==> config.mk <==
export PLATFORM = sky130hd
export DESIGN_NAME = mbac_seg_window
export DESIGN_NICKNAME = d
export VERILOG_FILES = /design/src/design/mbac_seg_window.sv
export SDC_FILE = /design/constraint.sdc
export NUM_CORES = 1
export LEC_CHECK = 0
export BUFFER_PORTS_ARGS = -buffer_cell sky130_fd_sc_hd__clkbuf_2
export CORE_ASPECT_RATIO = 0.75
export CORE_MARGIN = 4
export CORE_UTILIZATION = 41
export DETAILED_ROUTE_END_ITERATION = 8
export PLACE_DENSITY_LB_ADDON = 0.2
export REMOVE_ABC_BUFFERS = 1
export SYNTH_ARGS = -nofsm -noshare
export SYNTH_HDL_FRONTEND = slang
export SYNTH_SLANG_ARGS = --single-unit
==> constraint.sdc <==
create_clock -name vclk -period 2.9
set_input_delay 0.145 -clock vclk [all_inputs]
set_output_delay 0.145 -clock vclk [all_outputs]
set_load 0.02 [all_outputs]
==> src/design/mbac_seg_window.sv <==
// address window match for one memory segment
`timescale 1ns/1ns
`default_nettype none
module mbac_seg_window #(
  parameter int AW = 16
) (
  input wire logic [AW-1:0] addr,
  input wire logic [AW-1:0] base,
  input wire logic [AW-1:0] size,
  output logic hit
);
  logic [AW-1:0] offset; // distance above base
  // inside when at or above base and below base plus size
  always_comb begin
    offset = addr - base;
    hit = (addr >= base) && (offset < size);
  end
endmodule : mbac_seg_window
`default_nettype wire

==> results_dict.tcl <==
set metrics [dict create \
    arrival_ns 2.94 \
    initial_core_util 0.435 \
    setup_violations 1 \
    nets 358 \
    violations "setup timing" \
    row_count 17 \
    cts.hold.buffers_added 0 \
    crit_start "base[2]" \
    wl_met3_um 234 \
    coreArea_mm2 0.00298 \
    min_from "size[7]" \
    via_per_inst 5.02 \
    ant_nets 0 \
    setup_ws_ns -0.187 \
    syn_area_mm2 0.00129 \
    drive_gt1_frac 0.388 \
    synth_commonest_cells "inv_1, ha_1, a21oi_1" \
    criticalPathCategory "input pin to output port" \
    synth_area_leaders "ha_1, inv_1, a21oi_1" \
    die_x_um 72.9 \
    drt_iter0_drc 56 \
    dr.pass1.iters 4 \
    finalCritPeriodShare 1.06 \
    seq_area_frac_synth 0 \
    drcViolationCount 0 \
    yosysWarnings 0 \
    fmaxAchievable_mhz 324 \
    required_ns 2.76 \
    cellLeakagePower_uw 0.00110 \
    antenna_found_initial 0 \
    power_density_mw_per_mm2 236 \
    placed_area_mm2 0.00184 \
    syn_inst 193 \
    syn2layout_area_growth_pct 50.3 \
    power_uw 459 \
    grt_pass1_wl_um 5600 \
    top_layer "met3" \
    worst-path-max-fanout 3 \
    tightest_slew_ns 0.402 \
    end_kind "output port" \
    synth_compound_area_frac 0.300 \
    grt_max_degree 8 \
    rsz0062_at_grt "yes" \
    seq_area_um2 0 \
    fin_area_mm2 0.00195 \
    avgSynthCellArea_um2 6.71 \
    worstHoldPathCells 7 \
    die_area_mm2 0.00413 \
    grtUsageTotal 0.161 \
    hold_path_class "input pin to output port" \
    yosysMostFrequentCell "inv_1" \
    numSequentialCells 0 \
    synth_cell_types 40 \
    status "complete, but fails checks" \
    synthXorXnorAreaFrac 0.0676 \
    finalCriticalPeriod_ns 3.09 \
    synth_adder_area_share 0.315 \
    wirelength_met1_um 1760 \
    first_global_vias 1388 \
    vias 1576 \
    wire_per_inst_um 11.4 \
    finalHoldViolCount 0 \
    yosys.area.top_type "ha_1" \
    place_congestion 0.827 \
    synth-simple-area-share 0.192 \
    wl_um 3570 \
    hpwl_um 3060 \
    grt_overflow 0 \
    fill_cells 263 \
    nClkBuffers 0 \
    min_to "hit" \
    numPortBuffers 49 \
    multiInputGateArea_mm2 0.00123 \
    n_antenna_cell 0 \
    startpoint_type "input pin" \
    relSlewSlack 0.731 \
    wl_met2_um 1580 \
    die_h_um 56.7 \
    synth_top_family_by_area "adder cells" \
    maxCapViolCount 0 \
    slew_viol_final 0 \
    peakVddDrop_mv 0.0999 \
    yosysTopAreaCellShare 0.300 \
    ioPinCount 49 \
    muxShareOfSynthArea 0 \
]
cell families (layout without fill, tap and decap cells):
family,count (synthesis),after routing
buffers and inverters,40,123
adders and majority gates,32,32
xor gates and xnor gates,10,10
and+or+nand+nor,51,51
AOI/OAI and AO/OA,60,60
metrics by stage:
step | worst slack, ns | util | setup TNS [ns] | hold slack [ns] | instances
CTS | -0.162 | 0.644 | -0.162 | 0.919 | 314
finish | -0.187 | 0.654 | -0.187 | 0.927 | 314
detailed placement | -0.403 | 0.618 | -0.403 | 0.914 | 313
floorplan | -0.0976 | - | -0.0976 | 0.675 | 188
global route | -0.310 | 0.654 | -0.310 | 0.943 | 314
global placement | -0.391 | 0.618 | -0.391 | 0.900 | 313
placed cells by master (no fill, tap or decap), types with 2 or more instances in the layout:
| cell type | synthesis | final |
|---|---|---|
| clkbuf_2 | 1 | 48 |
| buf_4 | 0 | 40 |
| inv_1 | 35 | 35 |
| ha_1 | 31 | 29 |
| nor2_1 | 17 | 16 |
| a21oi_1 | 19 | 14 |
| nand2_1 | 9 | 9 |
| xnor2_1 | 7 | 7 |
| o21ai_0 | 8 | 6 |
| a21o_1 | 6 | 6 |
| a21oi_2 | 0 | 5 |
| o21ai_1 | 4 | 5 |
| nand4_1 | 5 | 5 |
| o21a_1 | 4 | 4 |
| nor2b_1 | 6 | 4 |
| nand3_1 | 4 | 4 |
| xor2_1 | 3 | 3 |
| nor2b_2 | 0 | 2 |
| nand2b_1 | 2 | 2 |
| nor3_1 | 2 | 2 |
| a31oi_1 | 2 | 2 |
| o31ai_1 | 2 | 2 |
power by group:
group	total (uW)	switching [uW]	internal (uW)
Sequential	0	0	0
Clock	0	0	0
Combinational	459	220	239
metal layers:
metal / up-vias / track usage
met5: - / 0
met4: 0 / 0.00526
met3: 0 / 0.00358
met2: 39 / 0.270
met1: 687 / 0.239
li1: 850 / -
worst max-delay path, stage by stage:
cell      delay [ns]
clkbuf_2        0.07
inv_1           0.03
ha_1            0.28
buf_4           0.15
nor2b_2         0.15
o31a_1          0.29
o21ai_2         0.16
a31o_4          0.19
nor2_1          0.06
a211oi_2        0.17
ha_1            0.28
nand4_1         0.12
nor2_1          0.07
a21oi_1         0.15
o211ai_1        0.11
a311oi_1        0.30
buf_4           0.20
what timing repair did:
action	in CTS	in global routing
gates resized for setup	15	10
pin swaps	5	5
endpoints found under the setup margin	1	1
setup buffers	1	0
worst max path at each step:
stage	endpoint	slack, ns	depth (start not counted)
3_3_place_gp	hit	-0.39	16
6_report	hit	-0.19	17
2_1_floorplan	hit	-0.1	14
3_5_place_dp	hit	-0.40	16
5_1_grt	hit	-0.31	17
4_1_cts	hit	-0.16	18
cell type report:
cell class / count / area share
multi-input combinational: 153 / 0.630
tap: 38 / 0.0244
timing repair buffer: 88 / 0.278
inverter: 35 / 0.0675
(Power assumes the default switching activity.)
